==> src/logic/serial_mode_cfg.svh <==
// serial_mode_cfg.svh: offsets, field positions, codes and counts as macros.
// assumes: included by its bare name from every design file that needs it.
`ifndef SERIAL_MODE_CFG_SVH
`define SERIAL_MODE_CFG_SVH

// ----------------------------------------
// mode byte layout
// ----------------------------------------
`define SM_MODE_RST   8'h4C
`define SM_IF_HI      1
`define SM_IF_LO      0
`define SM_LEN_HI     3
`define SM_LEN_LO     2
`define SM_PAR_HI     5
`define SM_PAR_LO     4
`define SM_STOP_HI    7
`define SM_STOP_LO    6

// ----------------------------------------
// field codes
// ----------------------------------------
`define SM_IF_RS232   2'h0
`define SM_IF_FOUR    2'h1
`define SM_IF_TWO     2'h3
`define SM_LEN_7      2'h2
`define SM_LEN_8      2'h3
`define SM_PAR_NONE   2'h0
`define SM_PAR_EVEN   2'h3
`define SM_PAR_ODD    2'h1
`define SM_STOP_1     2'h1
`define SM_STOP_2     2'h3

// ----------------------------------------
// timing and sizes
// ----------------------------------------
`define SM_BAUD_DIV   1736
`define SM_FIFO_DEPTH 16
`define SM_FIFO_WIDTH 8

`endif

==> src/logic/serial_mode_pkg.sv <==
// serial_mode_pkg: types shared by the serial mode block.
// assumes: serial_mode_cfg.svh holds all numeric constants.
package serial_mode_pkg;

	// configurable pin function; HS_A is cts/dcd/rts, HS_B is dtr (pin three)
	typedef enum logic [2:0] {
		FN_IN   = 3'h0,
		FN_OUT  = 3'h1,
		FN_LAMP = 3'h2,
		FN_TXEN = 3'h3,
		FN_HS_A = 3'h4,
		FN_HS_B = 3'h5
	} pin_fn_e;

	// transmit and receive engine states, one-hot
	typedef enum logic [4:0] {
		ST_IDLE  = 5'h01,
		ST_START = 5'h02,
		ST_DATA  = 5'h04,
		ST_PAR   = 5'h08,
		ST_STOP  = 5'h10
	} line_st_e;

endpackage : serial_mode_pkg

==> src/logic/serial_fifo.sv <==
// serial_fifo: flip-flop FIFO with valid/ready on both sides.
// assumes: one clock, asynchronous active-low reset.
`include "serial_mode_cfg.svh"
module serial_fifo #(
	parameter int W     = `SM_FIFO_WIDTH,
	parameter int DEPTH = `SM_FIFO_DEPTH
) (
	// clock and reset
	input  wire logic         i_clk,
	input  wire logic         i_rstn,
	// fill side
	input  wire logic         i_valid,
	input  wire logic [W-1:0] i_data,
	output logic              o_ready,
	// drain side
	output logic              o_valid,
	output logic [W-1:0]      o_data,
	input  wire logic         i_ready
);
	localparam int AW = $clog2(DEPTH);

	logic [W-1:0] mem [DEPTH];   // storage
	logic [AW-1:0] wr_ptr;       // next write slot
	logic [AW-1:0] rd_ptr;       // next read slot
	logic [AW:0]   count;        // words held
	logic          push;
	logic          pop;

	assign o_ready = (count != (AW+1)'(DEPTH));
	assign o_valid = (count != '0);
	assign o_data  = mem[rd_ptr];
	assign push    = i_valid && o_ready;
	assign pop     = o_valid && i_ready;

	// storage write, no reset needed on data
	always_ff @(posedge i_clk) begin
		if (push) begin
			mem[wr_ptr] <= i_data;
		end
	end

	// pointers and fill count
	always_ff @(posedge i_clk or negedge i_rstn) begin
		if (!i_rstn) begin
			wr_ptr <= '0;
			rd_ptr <= '0;
			count  <= '0;
		end else begin
			if (push) begin
				wr_ptr <= (wr_ptr == AW'(DEPTH-1)) ? '0 : wr_ptr + 1'b1;
			end
			if (pop) begin
				rd_ptr <= (rd_ptr == AW'(DEPTH-1)) ? '0 : rd_ptr + 1'b1;
			end
			count <= count + (AW+1)'(push) - (AW+1)'(pop);
		end
	end
endmodule : serial_fifo

==> src/logic/serial_mode_txen.sv <==
// serial_mode_txen: mode byte, framing engines, pin mux and line driver enable.
// assumes: all inputs synchronous to I_CLK; one line transceiver outside.
//
// Summary of operation
// (RL1) one eight-bit mode byte sets serial framing
// (RL2) bits 1:0 pick rs232, four-wire, two-wire
// (RL3) bits 3:2 pick seven or eight data bits
// (RL4) bits 5:4 pick none, even, odd parity
// (RL5) bits 7:6 pick one or two stop bits
// (RL6) two-wire mode drives enable automatically, half duplex
// (RL7) driver enable polarity is configurable high or low
// (RL8) three pins each take a selectable function
// (RL9) software assigns driver enable to one pin only
// (RL10) setup console offered only in rs232 mode
// (RL11) enable up before sending, down once sent; the registered pin rises one clock after the start bit begins
// (RL12) outside two-wire mode enable stays inactive
`include "serial_mode_cfg.svh"
module serial_mode_txen
	import serial_mode_pkg::*;
#(
	parameter int BAUD_DIV = `SM_BAUD_DIV
) (
	// clock and reset
	input  wire logic        I_CLK,
	input  wire logic        I_RSTN,
	// mode byte
	input  wire logic        I_MODE_WE,
	input  wire logic [7:0]  I_MODE_WDATA,
	output logic [7:0]       O_MODE,
	output logic             O_SETUP_AVAIL,
	// pin configuration
	input  wire logic        I_PINCFG_WE,
	input  wire pin_fn_e     I_PIN1_FN,
	input  wire pin_fn_e     I_PIN2_FN,
	input  wire pin_fn_e     I_PIN3_FN,
	input  wire logic        I_TXEN_ACT_HIGH,
	output logic             O_PINCFG_ERR,
	// transmit stream
	input  wire logic        I_TX_VALID,
	input  wire logic [7:0]  I_TX_DATA,
	output logic             O_TX_READY,
	// receive stream
	output logic             O_RX_VALID,
	output logic [7:0]       O_RX_DATA,
	output logic             O_RX_PERR,
	output logic             O_RX_FERR,
	// serial line
	output logic             O_TXD,
	input  wire logic        I_RXD,
	// configurable pins
	input  wire logic [2:0]  I_CONFIG_PIN_IN,
	output logic [2:0]       O_CONFIG_PIN_OUT,
	output logic [2:0]       O_CONFIG_PIN_OE,
	// user side of pins
	input  wire logic [2:0]  I_PIN_OUTPUT,
	output logic [2:0]       O_PIN_INPUT,
	output logic             O_CARRIER,
	output logic             O_TX_BUSY
);
	localparam int CW = $clog2(BAUD_DIV);

	// ----------------------------------------
	// configuration state
	// ----------------------------------------
	logic [7:0]  mode;           // framing byte
	pin_fn_e     pin_fn [3];     // per-pin function
	logic        act_high;       // enable polarity
	logic        two_wire;       // half duplex with auto enable
	logic        len8;           // eight data bits
	logic        par_on;         // parity present
	logic        par_odd;        // odd parity
	logic        stop2;          // two stop bits
	logic [2:0]  txen_cnt;       // pins set to enable

	// mode byte write, reset value is rs232 8n1
	always_ff @(posedge I_CLK or negedge I_RSTN) begin
		if (!I_RSTN) begin
			mode <= `SM_MODE_RST;
		end else if (I_MODE_WE) begin
			mode <= I_MODE_WDATA; // RL1
		end
	end

	// pin functions and polarity
	always_ff @(posedge I_CLK or negedge I_RSTN) begin
		if (!I_RSTN) begin
			pin_fn[0] <= FN_IN;
			pin_fn[1] <= FN_IN;
			pin_fn[2] <= FN_IN;
			act_high  <= 1'b1;
		end else if (I_PINCFG_WE) begin
			pin_fn[0] <= I_PIN1_FN; // RL8
			pin_fn[1] <= I_PIN2_FN; // RL8
			pin_fn[2] <= I_PIN3_FN; // RL8
			act_high  <= I_TXEN_ACT_HIGH; // RL7
		end
	end

	// field decode; unlisted codes fall back to the plainer choice
	assign two_wire = (mode[`SM_IF_HI:`SM_IF_LO] == `SM_IF_TWO); // RL2 RL6
	assign len8     = (mode[`SM_LEN_HI:`SM_LEN_LO] == `SM_LEN_8); // RL3
	assign par_on   = (mode[`SM_PAR_HI:`SM_PAR_LO] == `SM_PAR_EVEN) ||
	                  (mode[`SM_PAR_HI:`SM_PAR_LO] == `SM_PAR_ODD); // RL4
	assign par_odd  = (mode[`SM_PAR_HI:`SM_PAR_LO] == `SM_PAR_ODD); // RL4
	assign stop2    = (mode[`SM_STOP_HI:`SM_STOP_LO] == `SM_STOP_2); // RL5

	assign O_MODE        = mode;
	assign O_SETUP_AVAIL = (mode[`SM_IF_HI:`SM_IF_LO] == `SM_IF_RS232); // RL10
	// flag a doubled enable assignment; behaviour is then undefined
	assign txen_cnt = 3'((pin_fn[0] == FN_TXEN)) + 3'((pin_fn[1] == FN_TXEN)) +
	                  3'((pin_fn[2] == FN_TXEN));
	assign O_PINCFG_ERR = (txen_cnt > 3'h1); // RL9

	// ----------------------------------------
	// transmit path
	// ----------------------------------------
	logic        fifo_valid;     // word waiting
	logic [7:0]  fifo_data;
	logic        fifo_take;      // engine pops a word
	line_st_e    tx_st;
	logic [CW-1:0] tx_cnt;       // baud divider
	logic        tx_tick;        // one-cycle bit-period enable
	logic [2:0]  tx_idx;         // data bit index
	logic        tx_stop_n;      // second stop bit pending
	logic [7:0]  tx_shift;       // bits still to send
	logic [7:0]  tx_word;        // whole character for parity
	logic        tx_par;         // parity bit of tx_word
	logic        cts_ok;         // flow control allows start

	serial_fifo #(.W(8), .DEPTH(`SM_FIFO_DEPTH)) u_tx_fifo (
		.i_clk   (I_CLK),
		.i_rstn  (I_RSTN),
		.i_valid (I_TX_VALID),
		.i_data  (I_TX_DATA),
		.o_ready (O_TX_READY),
		.o_valid (fifo_valid),
		.o_data  (fifo_data),
		.i_ready (fifo_take)
	);

	// clear to send only gates when pin one carries it
	assign cts_ok    = (pin_fn[0] != FN_HS_A) || I_CONFIG_PIN_IN[0];
	assign fifo_take = (tx_st == ST_IDLE) && fifo_valid && cts_ok;
	assign tx_tick   = (tx_st != ST_IDLE) && (tx_cnt == CW'(BAUD_DIV-1));
	// seven-bit mode ignores bit seven in the parity sum
	assign tx_par    = ^(tx_word & {len8, 7'h7F}) ^ par_odd; // RL4

	// baud divider, restarts with each character
	always_ff @(posedge I_CLK or negedge I_RSTN) begin
		if (!I_RSTN) begin
			tx_cnt <= '0;
		end else if (tx_st == ST_IDLE || tx_tick) begin
			tx_cnt <= '0;
		end else begin
			tx_cnt <= tx_cnt + 1'b1;
		end
	end

	// framing sequence; mode is read live, so change it only between frames
	always_ff @(posedge I_CLK or negedge I_RSTN) begin
		if (!I_RSTN) begin
			tx_st     <= ST_IDLE;
			tx_idx    <= '0;
			tx_stop_n <= 1'b0;
			tx_shift  <= '0;
			tx_word   <= '0;
			O_TXD     <= 1'b1;
		end else begin
			case (tx_st)
				ST_IDLE: begin
					O_TXD <= 1'b1;
					if (fifo_take) begin
						tx_word  <= fifo_data;
						tx_shift <= fifo_data;
						tx_st    <= ST_START;
						O_TXD    <= 1'b0;
					end
				end
				ST_START: begin
					if (tx_tick) begin
						O_TXD    <= tx_shift[0];
						tx_shift <= {1'b0, tx_shift[7:1]};
						tx_idx   <= '0;
						tx_st    <= ST_DATA;
					end
				end
				ST_DATA: begin
					if (tx_tick) begin
						if (tx_idx == (len8 ? 3'h7 : 3'h6)) begin // RL3
							if (par_on) begin
								O_TXD <= tx_par; // RL4
								tx_st <= ST_PAR;
							end else begin
								O_TXD     <= 1'b1;
								tx_stop_n <= stop2; // RL5
								tx_st     <= ST_STOP;
							end
						end else begin
							O_TXD    <= tx_shift[0];
							tx_shift <= {1'b0, tx_shift[7:1]};
							tx_idx   <= tx_idx + 1'b1;
						end
					end
				end
				ST_PAR: begin
					if (tx_tick) begin
						O_TXD     <= 1'b1;
						tx_stop_n <= stop2; // RL5
						tx_st     <= ST_STOP;
					end
				end
				ST_STOP: begin
					if (tx_tick) begin
						if (tx_stop_n) begin
							tx_stop_n <= 1'b0; // RL5
						end else begin
							tx_st <= ST_IDLE;
						end
					end
				end
				default: begin
					tx_st <= ST_IDLE;
				end
			endcase
		end
	end

	assign O_TX_BUSY = (tx_st != ST_IDLE);

	// ----------------------------------------
	// receive path
	// ----------------------------------------
	line_st_e    rx_st;
	logic [CW-1:0] rx_cnt;       // sample timer
	logic        rx_half;        // mid start bit
	logic        rx_tick;        // mid of later bits
	logic [2:0]  rx_idx;
	logic [7:0]  rx_shift;
	logic        rx_par;         // running parity
	logic        line_owned;     // our driver holds the pair
	logic        busy_q;         // busy one cycle late, like the enable pin

	// enable pin is registered: stay blind one cycle past the last stop bit
	always_ff @(posedge I_CLK or negedge I_RSTN) begin
		if (!I_RSTN) begin
			busy_q <= 1'b0;
		end else begin
			busy_q <= O_TX_BUSY;
		end
	end

	// two-wire receiver is blind while we drive the shared pair
	assign line_owned = two_wire && (O_TX_BUSY || busy_q); // RL6
	assign rx_half = (rx_st == ST_START) && (rx_cnt == CW'(BAUD_DIV/2));
	assign rx_tick = (rx_st != ST_IDLE) && (rx_st != ST_START) &&
	                 (rx_cnt == CW'(BAUD_DIV-1));

	// receive sample timer
	always_ff @(posedge I_CLK or negedge I_RSTN) begin
		if (!I_RSTN) begin
			rx_cnt <= '0;
		end else if (rx_st == ST_IDLE || rx_half || rx_tick) begin
			rx_cnt <= '0;
		end else begin
			rx_cnt <= rx_cnt + 1'b1;
		end
	end

	// receive framing, checks the first stop bit only
	always_ff @(posedge I_CLK or negedge I_RSTN) begin
		if (!I_RSTN) begin
			rx_st      <= ST_IDLE;
			rx_idx     <= '0;
			rx_shift   <= '0;
			rx_par     <= 1'b0;
			O_RX_VALID <= 1'b0;
			O_RX_DATA  <= '0;
			O_RX_PERR  <= 1'b0;
			O_RX_FERR  <= 1'b0;
		end else begin
			O_RX_VALID <= 1'b0;
			case (rx_st)
				ST_IDLE: begin
					if (!I_RXD && !line_owned) begin
						rx_st <= ST_START;
					end
				end
				ST_START: begin
					if (rx_half) begin
						rx_idx <= '0;
						rx_par <= par_odd;
						rx_st  <= I_RXD ? ST_IDLE : ST_DATA; // glitch rejected
					end
				end
				ST_DATA: begin
					if (rx_tick) begin
						rx_shift <= {I_RXD, rx_shift[7:1]};
						rx_par   <= rx_par ^ I_RXD;
						rx_idx   <= rx_idx + 1'b1;
						if (rx_idx == (len8 ? 3'h7 : 3'h6)) begin // RL3
							rx_st <= par_on ? ST_PAR : ST_STOP;
						end
					end
				end
				ST_PAR: begin
					if (rx_tick) begin
						O_RX_PERR <= rx_par ^ I_RXD; // RL4
						rx_st     <= ST_STOP;
					end
				end
				ST_STOP: begin
					if (rx_tick) begin
						O_RX_VALID <= 1'b1;
						O_RX_DATA  <= len8 ? rx_shift : {1'b0, rx_shift[7:1]};
						O_RX_FERR  <= !I_RXD;
						if (!par_on) begin
							O_RX_PERR <= 1'b0;
						end
						rx_st <= ST_IDLE;
					end
				end
				default: begin
					rx_st <= ST_IDLE;
				end
			endcase
		end
	end

	// ----------------------------------------
	// pin multiplexer
	// ----------------------------------------
	logic txen_on;               // enable asserted logically
	logic txen_lvl;              // enable at pin polarity

	// raised with the start bit, dropped after the last stop bit
	assign txen_on  = two_wire && O_TX_BUSY; // RL11 RL12
	assign txen_lvl = txen_on ? act_high : !act_high; // RL7

	// registered pin drive; lamp lights on line activity on pins one and three, pin two is not driven
	always_ff @(posedge I_CLK or negedge I_RSTN) begin
		if (!I_RSTN) begin
			O_CONFIG_PIN_OUT <= '0;
			O_CONFIG_PIN_OE  <= '0;
			O_PIN_INPUT      <= '0;
			O_CARRIER        <= 1'b0;
		end else begin
			O_PIN_INPUT <= I_CONFIG_PIN_IN;
			O_CARRIER   <= (pin_fn[1] == FN_HS_A) && I_CONFIG_PIN_IN[1];
			for (int k = 0; k < 3; k++) begin
				case (pin_fn[k])
					FN_OUT: begin
						O_CONFIG_PIN_OE[k]  <= 1'b1; // RL8
						O_CONFIG_PIN_OUT[k] <= I_PIN_OUTPUT[k];
					end
					FN_LAMP: begin
						O_CONFIG_PIN_OE[k]  <= (k != 1);
						O_CONFIG_PIN_OUT[k] <= O_TX_BUSY || (rx_st != ST_IDLE);
					end
					FN_TXEN: begin
						O_CONFIG_PIN_OE[k]  <= 1'b1;
						O_CONFIG_PIN_OUT[k] <= txen_lvl; // RL7 RL12
					end
					FN_HS_A: begin
						// rts on pin three; cts and dcd are inputs
						O_CONFIG_PIN_OE[k]  <= (k == 2);
						O_CONFIG_PIN_OUT[k] <= (k == 2) && O_TX_BUSY;
					end
					FN_HS_B: begin
						// dtr exists on pin three only
						O_CONFIG_PIN_OE[k]  <= (k == 2);
						O_CONFIG_PIN_OUT[k] <= (k == 2);
					end
					default: begin
						O_CONFIG_PIN_OE[k]  <= 1'b0;
						O_CONFIG_PIN_OUT[k] <= 1'b0;
					end
				endcase
			end
		end
	end

	// ----------------------------------------
	// checks
	// ----------------------------------------
	logic [CW+1:0] stop_cyc;     // cycles spent in stop
	always_ff @(posedge I_CLK or negedge I_RSTN) begin
		if (!I_RSTN) begin
			stop_cyc <= '0;
		end else begin
			stop_cyc <= (tx_st == ST_STOP) ? stop_cyc + 1'b1 : '0;
		end
	end
endmodule : serial_mode_txen

==> config.mk <==
export PLATFORM = sky130hd
export DESIGN_NAME = serial_mode_txen
export DESIGN_NICKNAME = d
export VERILOG_FILES = /design/src/logic/serial_mode_pkg.sv /design/src/logic/serial_fifo.sv /design/src/logic/serial_mode_txen.sv
export VERILOG_INCLUDE_DIRS = /design/src /design/src/logic
export SDC_FILE = /design/constraint.sdc
export NUM_CORES = 1
export LEC_CHECK = 0
export BUFFER_PORTS_ARGS = -buffer_cell sky130_fd_sc_hd__buf_2
export CAP_MARGIN = 20
export CORE_AREA = 5 5 141 143
export CTS_BUF_LIST = sky130_fd_sc_hd__clkbuf_8
export CTS_CLUSTER_SIZE = 20
export DETAILED_ROUTE_END_ITERATION = 12
export DIE_AREA = 0 0 146 148
export PLACE_DENSITY = 0.85
export SLEW_MARGIN = 20
export SYNTH_ARGS = -nofsm -noshare
export SYNTH_HDL_FRONTEND = slang
export SYNTH_SLANG_ARGS = --single-unit
==> constraint.sdc <==
create_clock -name I_CLK -period 6.7 [get_ports I_CLK]
set_input_delay 1.005 -clock I_CLK [delete_from_list [all_inputs] [get_ports I_CLK]]
set_output_delay 1.005 -clock I_CLK [all_outputs]
set_load 0.005 [all_outputs]
==> results.json, run 1 <==
{
  "synth_top_area_share_pct": 35.5,
  "p_per_area_nw_per_um2": 291,
  "final_max_slew_viol_count": 0,
  "clock_path_buffers": 3,
  "grt-ovfl-total": 0,
  "root_buffer": "clkbuf_8",
  "syn_inst": 774,
  "pre_cts_slack_ns": 2.60,
  "ys_seq_area_share_pct": 62.9,
  "synth_top_cell_by_area": "edfxtp_1",
  "clock_latency_ns": 0.55,
  "seq_area_um2": 6810,
  "rows": 50,
  "drt-met1-wl_mm": 9.56,
  "finalWirelength_mm": 22.5,
  "hpwl_mm": 14.9,
  "rsz0062_at_grt": "false",
  "cts_max_level": 2,
  "drive_gt1_share_pct": 25.9,
  "syn_avg_cell_area_um2": 14.0,
  "grt_max_degree": 62,
  "p_comb_share_pct": 13.9,
  "cp_max_fo": 14,
  "outcome": "complete, no violations",
  "async_flop_share_pct": 48.0,
  "grt_pass1_wl_mm": 36.8,
  "ant_nets": 0,
  "clock_sinks": 246,
  "syn_nets": 830,
  "portBuffers": 71,
  "dr_wl_met3_mm": 1.36,
  "coreArea_um2": 18500,
  "ir_drop_mv": 0.253,
  "die_area_um2": 21600,
  "wl_met2_mm": 11.2,
  "dieHeight_um": 148,
  "hp-class": "reg -> reg",
  "drt_iter0_markers": 592,
  "top_layer_used": "met4",
  "nFillCells": 1305,
  "design_area_um2": 12200,
  "startpoint_type": "primary input",
  "postCtsSetupBuffers": 0,
  "hold_violations": 0,
  "path_clk_slew_ns": 0.06,
  "slew_headroom_pct": 39.9,
  "hold_buffers": 0,
  "cts-resized-gates": 0,
  "crit_path_end_kind": "flop",
  "pin_count": 72,
  "yosys-top-cells-area": "edfxtp_1, dfrtp_1, mux4_2, mux2_2, nor2_1",
  "start_util_pct": 58.7,
  "area_growth_pct": 12.5,
  "antenna_found_initial": 0,
  "setup_slack_ns": 3.19,
  "post-route-period-util_pct": 52.4,
  "tightest_slew_ns": 0.895,
  "fp.dieW_um": 146,
  "numCtsBuffers": 41,
  "vias": 6646,
  "wl_per_cell_um": 19.8,
  "grt_usage_pct": 21.4,
  "p_seq_share_pct": 51.6,
  "intPower_mw": 2.58,
  "tns_ns": 0,
  "p_total_mw": 3.55,
  "synth_edf_count": 128,
  "drtPass1Iterations": 5,
  "vias_per_cell": 5.85,
  "p_leak_nw": 4.95,
  "crit_type": "in -> reg",
  "globalplace.congestion": 0.888,
  "ys_warn_count": 0,
  "critPathArrivalTime_ns": 3.98,
  "fmax_mhz": 285,
  "setup_viol": 0,
  "route.detailed.drc": 0,
  "multi_input_area_um2": 3740,
  "synth.distinct_cells": 74,
  "grt_pass1_vias": 6904,
  "switching_power_mw": 0.967,
  "switching_share_pct": 27.3,
  "placed_area_um2": 11400,
  "synth.cell_area_um2": 10800,
  "cts_tree": "yes",
  "clock_skew_ns": 0.0167,
  "crit_required_ns": 7.17,
  "antenna_cells": 0,
  "p_clk_share_pct": 34.5,
  "final_nets": 926,
  "drv_cap": 0,
  "fin_crit_ns": 3.51,
  "ys_ff_latch": 246,
  "synthFlopType": "edfxtp_1"
}
-- cell usage after synthesis (7+ instances only) --
master,n
nor4_1,7
mux4_2,32
o211ai_1,15
nand2_1,55
nor3_1,9
a21oi_1,24
xnor2_1,23
edfxtp_1,128
mux2_2,34
ha_1,17
inv_1,32
o31ai_1,7
nand3_1,24
xor2_1,12
dfrtp_1,111
o21ai_0,24
clkbuf_1,7
dfstp_2,7
buf_2,14
mux2i_1,20
nor2_1,60
and3_1,9
-- cell families (layout without fill, tap and decap cells) --
| group | after synthesis | after routing | share of synthesized area [%] |
|---|---|---|---|
| flops | 246 | 246 | 62.9 |
| fa+ha+maj | 18 | 18 | 2.15 |
| mux | 86 | 86 | 12.0 |
| compound gates | 111 | 111 | 7.27 |
| buf+inv | 65 | 193 | 2.70 |
| xor+xnor | 36 | 36 | 3.04 |
| simple gates | 212 | 212 | 9.94 |
-- metal layers --
metal	vias up	track usage, %
met5	-	0
met4	0	5.93
met3	32	4.38
met2	235	36.3
met1	3307	28.5
li1	3072	-
-- through the flow --
step | util (%) | hold slack, ns | cells
floorplan | - | 0.432 | 774
global placement | 61.8 | 0.447 | 1060
detailed placement | 61.8 | 0.461 | 1060
CTS | 66.0 | 0.462 | 1135
global route | 66.0 | 0.494 | 1136
finish | 66.0 | 0.462 | 1136
-- power groups by stage --
stage                     Combinational, mW  Clock, mW  Sequential (mW)
final                                 0.492       1.22             1.83
after CTS                             0.495       1.26             1.83
after global routing                  0.553       1.33             1.84
after global placement                0.469          0             1.84
after floorplan                       0.350          0             1.82
after detailed placement              0.490          0             1.86
-- worst max-delay path, stage by stage --
cell and delay (ns):
buf_2 0.11, nor4b_1 0.67, nor2_1 0.13, nand2_1 0.40, inv_2 0.19, ha_1 0.32
inv_1 0.04, ha_1 0.22, fa_1 0.40, a21oi_1 0.16, nor2_1 0.06, nor2_1 0.13
xnor2_1 0.13
-- cell type report --
cell class	count	share of cell area (%)
Clock buffer	47	5.31
Clock inverter	28	0.976
Inverter	35	1.08
Multi-Input combinational cell	463	30.7
Sequential cell	246	55.9
Tap cell	234	2.40
Timing Repair Buffer	83	3.68
-- layout by cell type, fill, tap and decap left out, types with 5 or more instances in the layout --
master	netlist	final
dfrtp_1	111	110
buf_2	14	70
nand3_1	24	24
nand2_1	55	55
xor2_1	12	12
clkinv_1	1	5
o21ai_0	24	24
and3_1	9	9
nor3_1	9	8
mux4_2	32	32
mux2_2	34	34
dfstp_2	7	7
inv_1	32	53
xnor2_1	23	23
a21o_1	5	5
o31ai_1	7	7
ha_1	17	17
nor2_1	60	60
edfxtp_1	128	128
buf_4	2	13
a21oi_1	24	24
mux2i_1	20	20
nor4_1	7	6
and2_1	6	6
o211ai_1	15	15
nand2b_1	6	6
clkbuf_8	0	47
-- registers in the layout, indices dropped and copies added (netlist names), 3 cells and up --
signal and cells:
O_CONFIG_PIN_OE 3, O_CONFIG_PIN_OUT 3, O_MODE 8, O_PIN_INPUT 3, O_RX_DATA 8, pin_fn 9, rx_cnt 11, rx_idx 3
rx_shift 8, rx_st 5, tx_cnt 11, tx_idx 3, tx_shift 8, tx_st 5, tx_word 8, u_tx_fifo.count 5
u_tx_fifo.mem 128, u_tx_fifo.rd_ptr 4, u_tx_fifo.wr_ptr 4
-- worst paths after layout --
path | startpoint | endpoint | slack [ns] | cells past startpoint
max in group asynchronous | I_RSTN | rx_idx[0]$_DFFE_PN0P_ | 4.93 | 2
max | I_CONFIG_PIN_IN[0] | u_tx_fifo.count[4]$_DFF_PN0_ | 3.19 | 13
min reg2reg | pin_fn[3]$_DFFE_PN0P_ | O_CARRIER$_DFF_PN0_ | 0.46 | 1
min | pin_fn[3]$_DFFE_PN0P_ | O_CARRIER$_DFF_PN0_ | 0.46 | 1
min in group asynchronous | I_RSTN | tx_cnt[7]$_DFF_PN0_ | 0.54 | 1
max reg2reg | u_tx_fifo.count[2]$_DFF_PN0_ | u_tx_fifo.count[4]$_DFF_PN0_ | 3.24 | 14
Note: power is estimated with default switching activity, not from simulation.
==> run 2, diff against run 1 <==
Settings changed: CORE_AREA 5 5 141 143 to 5 5 144 146, DIE_AREA 0 0 146 148 to 0 0 149 151.
Clock period 6.7 ns to 2.95 ns, I/O delays scaled along.
==> run 2 against run 1 <==
Effect of this change: worst setup slack worse by 2.9 ns; core utilization down 1.8 points; via count is 1.8% higher; sequential share of layout area fell by 0.85 points; sequential cell count stayed put; wire length decreased by 0.46%; clock skew shrank 0.0076 ns; critical endpoint unchanged; largest cell class unchanged; highest routed layer is now met5.
==> results.json, run 2 (same netlist as run 1, synthesis figures left out) <==
{
  "slew_headroom_pct": 32.6,
  "wl_per_cell_um": 18.9,
  "drive_gt1_share_pct": 27.5,
  "startpoint_type": "flop",
  "crit_chain": "inv_1, ha_1, nor4b_2, nor2_1, nand2_1, inv_2, ha_1, inv_1, ha_1, fa_1, a21oi_1, nor2_1, nor2_1, xnor2_1",
  "critPathArrivalTime_ns": 3.11,
  "hpwl_mm": 15.0,
  "final_core_util_pct": 64.2,
  "portBuffers": 71,
  "p_leak_nw": 5.01,
  "crit_path_end_kind": "flop",
  "fp.dieW_um": 149,
  "numCtsBuffers": 40,
  "clock_latency_ns": 0.53,
  "outcome": "complete, no violations",
  "layout_commonest_cell": "edfxtp_1",
  "drtPass1Iterations": 5,
  "globalplace.congestion": 0.880,
  "clock_skew_ns": 0.00907,
  "grt_max_degree": 58,
  "vias_per_cell": 5.72,
  "antenna_found_initial": 1,
  "cpPeakStageDelay_ns": 0.39,
  "largest_reg_flops": 128,
  "ir_drop_mv": 0.522,
  "antenna_cells": 0,
  "crit_required_ns": 3.40,
  "cts_tree": "yes",
  "cp_top_family": "adder cells",
  "post-route-period-util_pct": 90.0,
  "drt_iter0_markers": 517,
  "final_max_slew_viol_count": 0,
  "p_per_area_nw_per_um2": 650,
  "pin_count": 72,
  "grt_pass1_wl_mm": 36.4,
  "coreArea_um2": 19300,
  "grt_pass1_vias": 6953,
  "area_growth_pct": 14.3,
  "clock_path_buffers": 3,
  "dieHeight_um": 151,
  "fmax_mhz": 377,
  "rows": 51,
  "cp_max_fo": 3,
  "tightest_slew_ns": 1.01,
  "start_util_pct": 56.2,
  "final_nets": 942,
  "ant_nets": 0,
  "setup_viol": 0,
  "tns_ns": 0,
  "clock_sinks": 246,
  "dp_cells": 1107,
  "die_area_um2": 22500,
  "fin_crit_ns": 2.66,
  "finalNonFillerCells": 1183,
  "crit_buf_inv": 3,
  "slowest_stage": "fa_1",
  "finalWirelength_mm": 22.4,
  "postCtsSetupBuffers": 0,
  "mostFrequentLayoutCells": "edfxtp_1, dfrtp_1, buf_2",
  "path_clk_slew_ns": 0.06,
  "hp-class": "in -> reg",
  "root_buffer": "clkbuf_8",
  "cts_max_level": 2,
  "hold_violations": 0,
  "top_regs": "u_tx_fifo.mem: 128 flops, rx_cnt: 11 flops, tx_cnt: 11 flops",
  "top_register": "u_tx_fifo.mem",
  "drv_cap": 0,
  "crit_type": "reg -> reg",
  "rsz0062_at_grt": "false",
  "route.detailed.drc": 0,
  "vias": 6764,
  "grt-ovfl-total": 0,
  "grt_usage_pct": 20.7
}
[run 2: cell types whose count changed in the layout (fill, tap and decap cells not counted), sizes merged]
cell         before  now
buf              83   98
clkinv            6   12
clkinvlp          0    2
dlygate4sd3       0    2
inv              57   48
[run 2: what timing repair did]
| action | CTS | global route |
|---|---|---|
| hold buffers | 2 | 0 |
| endpoints found under the setup margin | 0 | 2 |
| endpoints found under the hold margin | 18 | 0 |
| gates resized for setup | 0 | 1 |
[run 2: final cells by class]
cell class | count | area, µm²
fillers | 1398 | 6900
flip-flops and latches | 246 | 6810
multi-input cells | 463 | 3730
clock buffers | 47 | 647
repair buffers | 100 | 606
well taps | 265 | 332
inverters | 35 | 131
clock inverters | 27 | 115
[run 2: power breakdown]
group	total (mW)	internal (mW)	switching (mW)
Clock	2.75	1.45	1.30
Sequential	4.15	3.95	0.199
Combinational	1.14	0.477	0.664
[run 2: worst reg2reg max path, delay by kind of cell, from the launching register on]
kind                       cells  cell delay, ns
xor gates and xnor gates       1            0.13
adders and majority gates      4            1.04
DFF                            1            0.38
buffers and inverters          3            0.17
AOI/OAI and AO/OA              1            0.17
and+or+nand+nor                5            0.69
[run 2: path summary, 6_finish.rpt]
check | from | end | slack, ns | cells after the start
setup / recovery | u_tx_fifo.count[2]$_DFF_PN0_ | u_tx_fifo.count[4]$_DFF_PN0_ | 0.29 | 14
hold / removal | I_CONFIG_PIN_IN[0] | O_PIN_INPUT[0]$_DFF_PN0_ | 0.04 | 1
setup reg to reg | u_tx_fifo.count[2]$_DFF_PN0_ | u_tx_fifo.count[4]$_DFF_PN0_ | 0.29 | 14
hold reg to reg | pin_fn[3]$_DFFE_PN0P_ | O_CARRIER$_DFF_PN0_ | 0.48 | 1
max in group asynchronous | I_RSTN | rx_st[0]$_DFFE_PN1P_ | 1.69 | 3
min in group asynchronous | I_RSTN | tx_cnt[7]$_DFF_PN0_ | 0.49 | 2
[run 2: metal layers]
| layer | vias to the layer above | wire length (µm) | track usage [%] |
|---|---|---|---|
| li1 | 3106 | - | - |
| met1 | 3359 | 9120 | 26.3 |
| met5 | - | 13 | 0 |
| met2 | 239 | 11000 | 35.0 |
| met3 | 58 | 1530 | 4.58 |
| met4 | 2 | 722 | 8.01 |
[run 2: per-stage QoR]
stage	hold WS, ns	setup slack, ns	instance area, µm²	power (mW)
CTS	0.0166	0.110	12400	8.10
finish	0.0357	0.295	12400	8.04
global route	0.0182	0.0242	12400	8.44
detailed placement	0.464	0.147	11600	5.34
floorplan	0.147	0.301	10800	4.93
global placement	0.448	0.271	11600	5.29
==> run 3, diff against run 2 <==
Settings changed: CORE_AREA 5 5 144 146 to 5 5 182 184, DIE_AREA 0 0 149 151 to 0 0 187 189, PLACE_DENSITY 0.85 to 0.59.
==> run 3 against run 2 <==
Effect of this change: critical path type is now in -> reg; sequential share of layout area down 0.80 points; sequential power about the same; design area up 1.5%; highest routed layer unchanged; register-to-register slack better by 0.07 ns; die area up 57%; clock skew up 0.017 ns; wire length up 2.8%; final cell count up 12%; combinational power about the same.
==> results.json, run 3 (same netlist as run 1, synthesis figures left out) <==
{
  "outcome": "complete, no violations",
  "ant_nets": 0,
  "p_leak_nw": 5.02,
  "cp_max_fo": 3,
  "start_util_pct": 34.7,
  "numCtsBuffers": 41,
  "coreArea_um2": 31200,
  "clock_skew_ns": 0.0261,
  "crit_path_end_kind": "flop",
  "postCtsSetupBuffers": 0,
  "p_total_mw": 8.03,
  "endpoint": "u_tx_fifo.count[4]$_DFF_PN0_",
  "hp-class": "in -> reg",
  "pre_cts_slack_ns": 0.196,
  "final_core_util_pct": 40.2,
  "startpoint_type": "primary input",
  "drive_gt1_share_pct": 27.2,
  "worst_r2r_startpoint": "u_tx_fifo.count[3]$_DFF_PN0_",
  "hold_violations": 0,
  "grt_pass1_vias": 6679,
  "rr_worst_depth": 14,
  "mostFrequentLayoutCells": "edfxtp_1, dfrtp_1, buf_2",
  "rr_endpoint": "u_tx_fifo.count[4]$_DFF_PN0_",
  "crit_start": "I_CONFIG_PIN_IN[0]",
  "tns_ns": 0,
  "fin_crit_ns": 2.62,
  "root_buffer": "clkbuf_8",
  "route.detailed.drc": 0,
  "final_nets": 944,
  "cts_tree": "yes",
  "dieHeight_um": 189,
  "largest_reg_flops": 128,
  "tightest_slew_ns": 1.03,
  "vias_per_cell": 4.91,
  "design_area_um2": 12600,
  "grt_pass1_wl_mm": 36.8,
  "drt_iter0_markers": 325,
  "crit_type": "in -> reg",
  "fmax_mhz": 382,
  "finalNonFillerCells": 1322,
  "critPathArrivalTime_ns": 3.07,
  "pin_count": 72,
  "wl_per_cell_um": 17.4,
  "finalWirelength_mm": 23.0,
  "setup_slack_ns": 0.335,
  "top_regs": "u_tx_fifo.mem: 128 flops, rx_cnt: 11 flops, tx_cnt: 11 flops",
  "grt_usage_pct": 12.9,
  "final_max_slew_viol_count": 0,
  "clock_path_buffers": 3,
  "die_area_um2": 35300,
  "path_clk_slew_ns": 0.06,
  "clock_sinks": 246,
  "globalplace.congestion": 0.803,
  "vias": 6495,
  "rsz0062_at_grt": "false",
  "antenna_found_initial": 2,
  "hpwl_mm": 15.4,
  "grt-ovfl-total": 0,
  "dp_cells": 1243,
  "placed_area_um2": 11800,
  "setup_viol": 0,
  "layout_commonest_cell": "edfxtp_1",
  "drtPass1Iterations": 4,
  "portBuffers": 71,
  "holdWs_ns": 0.124,
  "antenna_cells": 0,
  "nFillCells": 3009,
  "ir_drop_mv": 0.403,
  "slew_headroom_pct": 31.1,
  "grt_max_degree": 51,
  "crit_required_ns": 3.40,
  "r2r_setup_slack_ns": 0.36,
  "top_register": "u_tx_fifo.mem",
  "cts_max_level": 2,
  "area_growth_pct": 16.0,
  "rows": 65,
  "p_per_area_nw_per_um2": 640,
  "post-route-period-util_pct": 88.6,
  "fp.dieW_um": 187,
  "clock_latency_ns": 0.53,
  "drv_cap": 0
}
[run 3: final cells by class]
type / count / area [µm²] / area share (%)
Sequential cell: 246 / 6810 / 54.2
Multi-Input combinational cell: 463 / 3730 / 29.7
Timing Repair Buffer: 101 / 631 / 5.02
Clock buffer: 45 / 619 / 4.93
Tap cell: 402 / 503 / 4.01
Inverter: 35 / 131 / 1.05
Clock inverter: 30 / 129 / 1.03
[run 3: repair_timing]
action	4_1_cts	5_1_grt
gates resized for setup	0	1
setup endpoints to repair	0	1
hold buffers	3	1
hold endpoints to repair	35	1
[run 3: worst min path at each step]
stage / cells after the start / start / end / slack [ns]
after floorplan: 0 / I_RSTN / O_CARRIER$_DFF_PN0_ / 0.15
after global placement: 1 / I_RSTN / tx_cnt[4]$_DFF_PN0_ / 0.46
after detailed placement: 1 / I_RSTN / tx_cnt[3]$_DFF_PN0_ / 0.46
after CTS: 1 / I_CONFIG_PIN_IN[1] / O_PIN_INPUT[1]$_DFF_PN0_ / 0.002
after global routing: 3 / I_PIN1_FN[0] / pin_fn[6]$_DFFE_PN0P_ / 0.09
final: 3 / I_PIN2_FN[0] / pin_fn[3]$_DFFE_PN0P_ / 0.12
[run 3: worst max-delay path, cell delays in order]
cell and delay, ns:
dlygate4sd3_1 0.53, buf_2 0.12, nor4b_1 0.24, buf_4 0.18, nor2_1 0.05, nand2_1 0.11, inv_2 0.04, ha_1 0.26
inv_1 0.04, ha_1 0.21, fa_1 0.39, a21oi_1 0.16, nor2_1 0.05, nor2_1 0.10, xnor2_1 0.12
[run 3: per-layer routing]
layer  share of wire, %  wire length (µm)  track usage (%)
met1                 46             10600             17.5
met2                 47             10800             20.8
met3                5.4              1240             3.34
met4                1.7               391             3.13
met5              0.083                19                0
[run 3: report_power, final]
group / switching (mW) / internal [mW] / total, mW
clock network: 1.35 / 1.41 / 2.76
registers: 0.198 / 3.95 / 4.15
logic: 0.658 / 0.474 / 1.13
total: 2.20 / 5.83 / 8.03
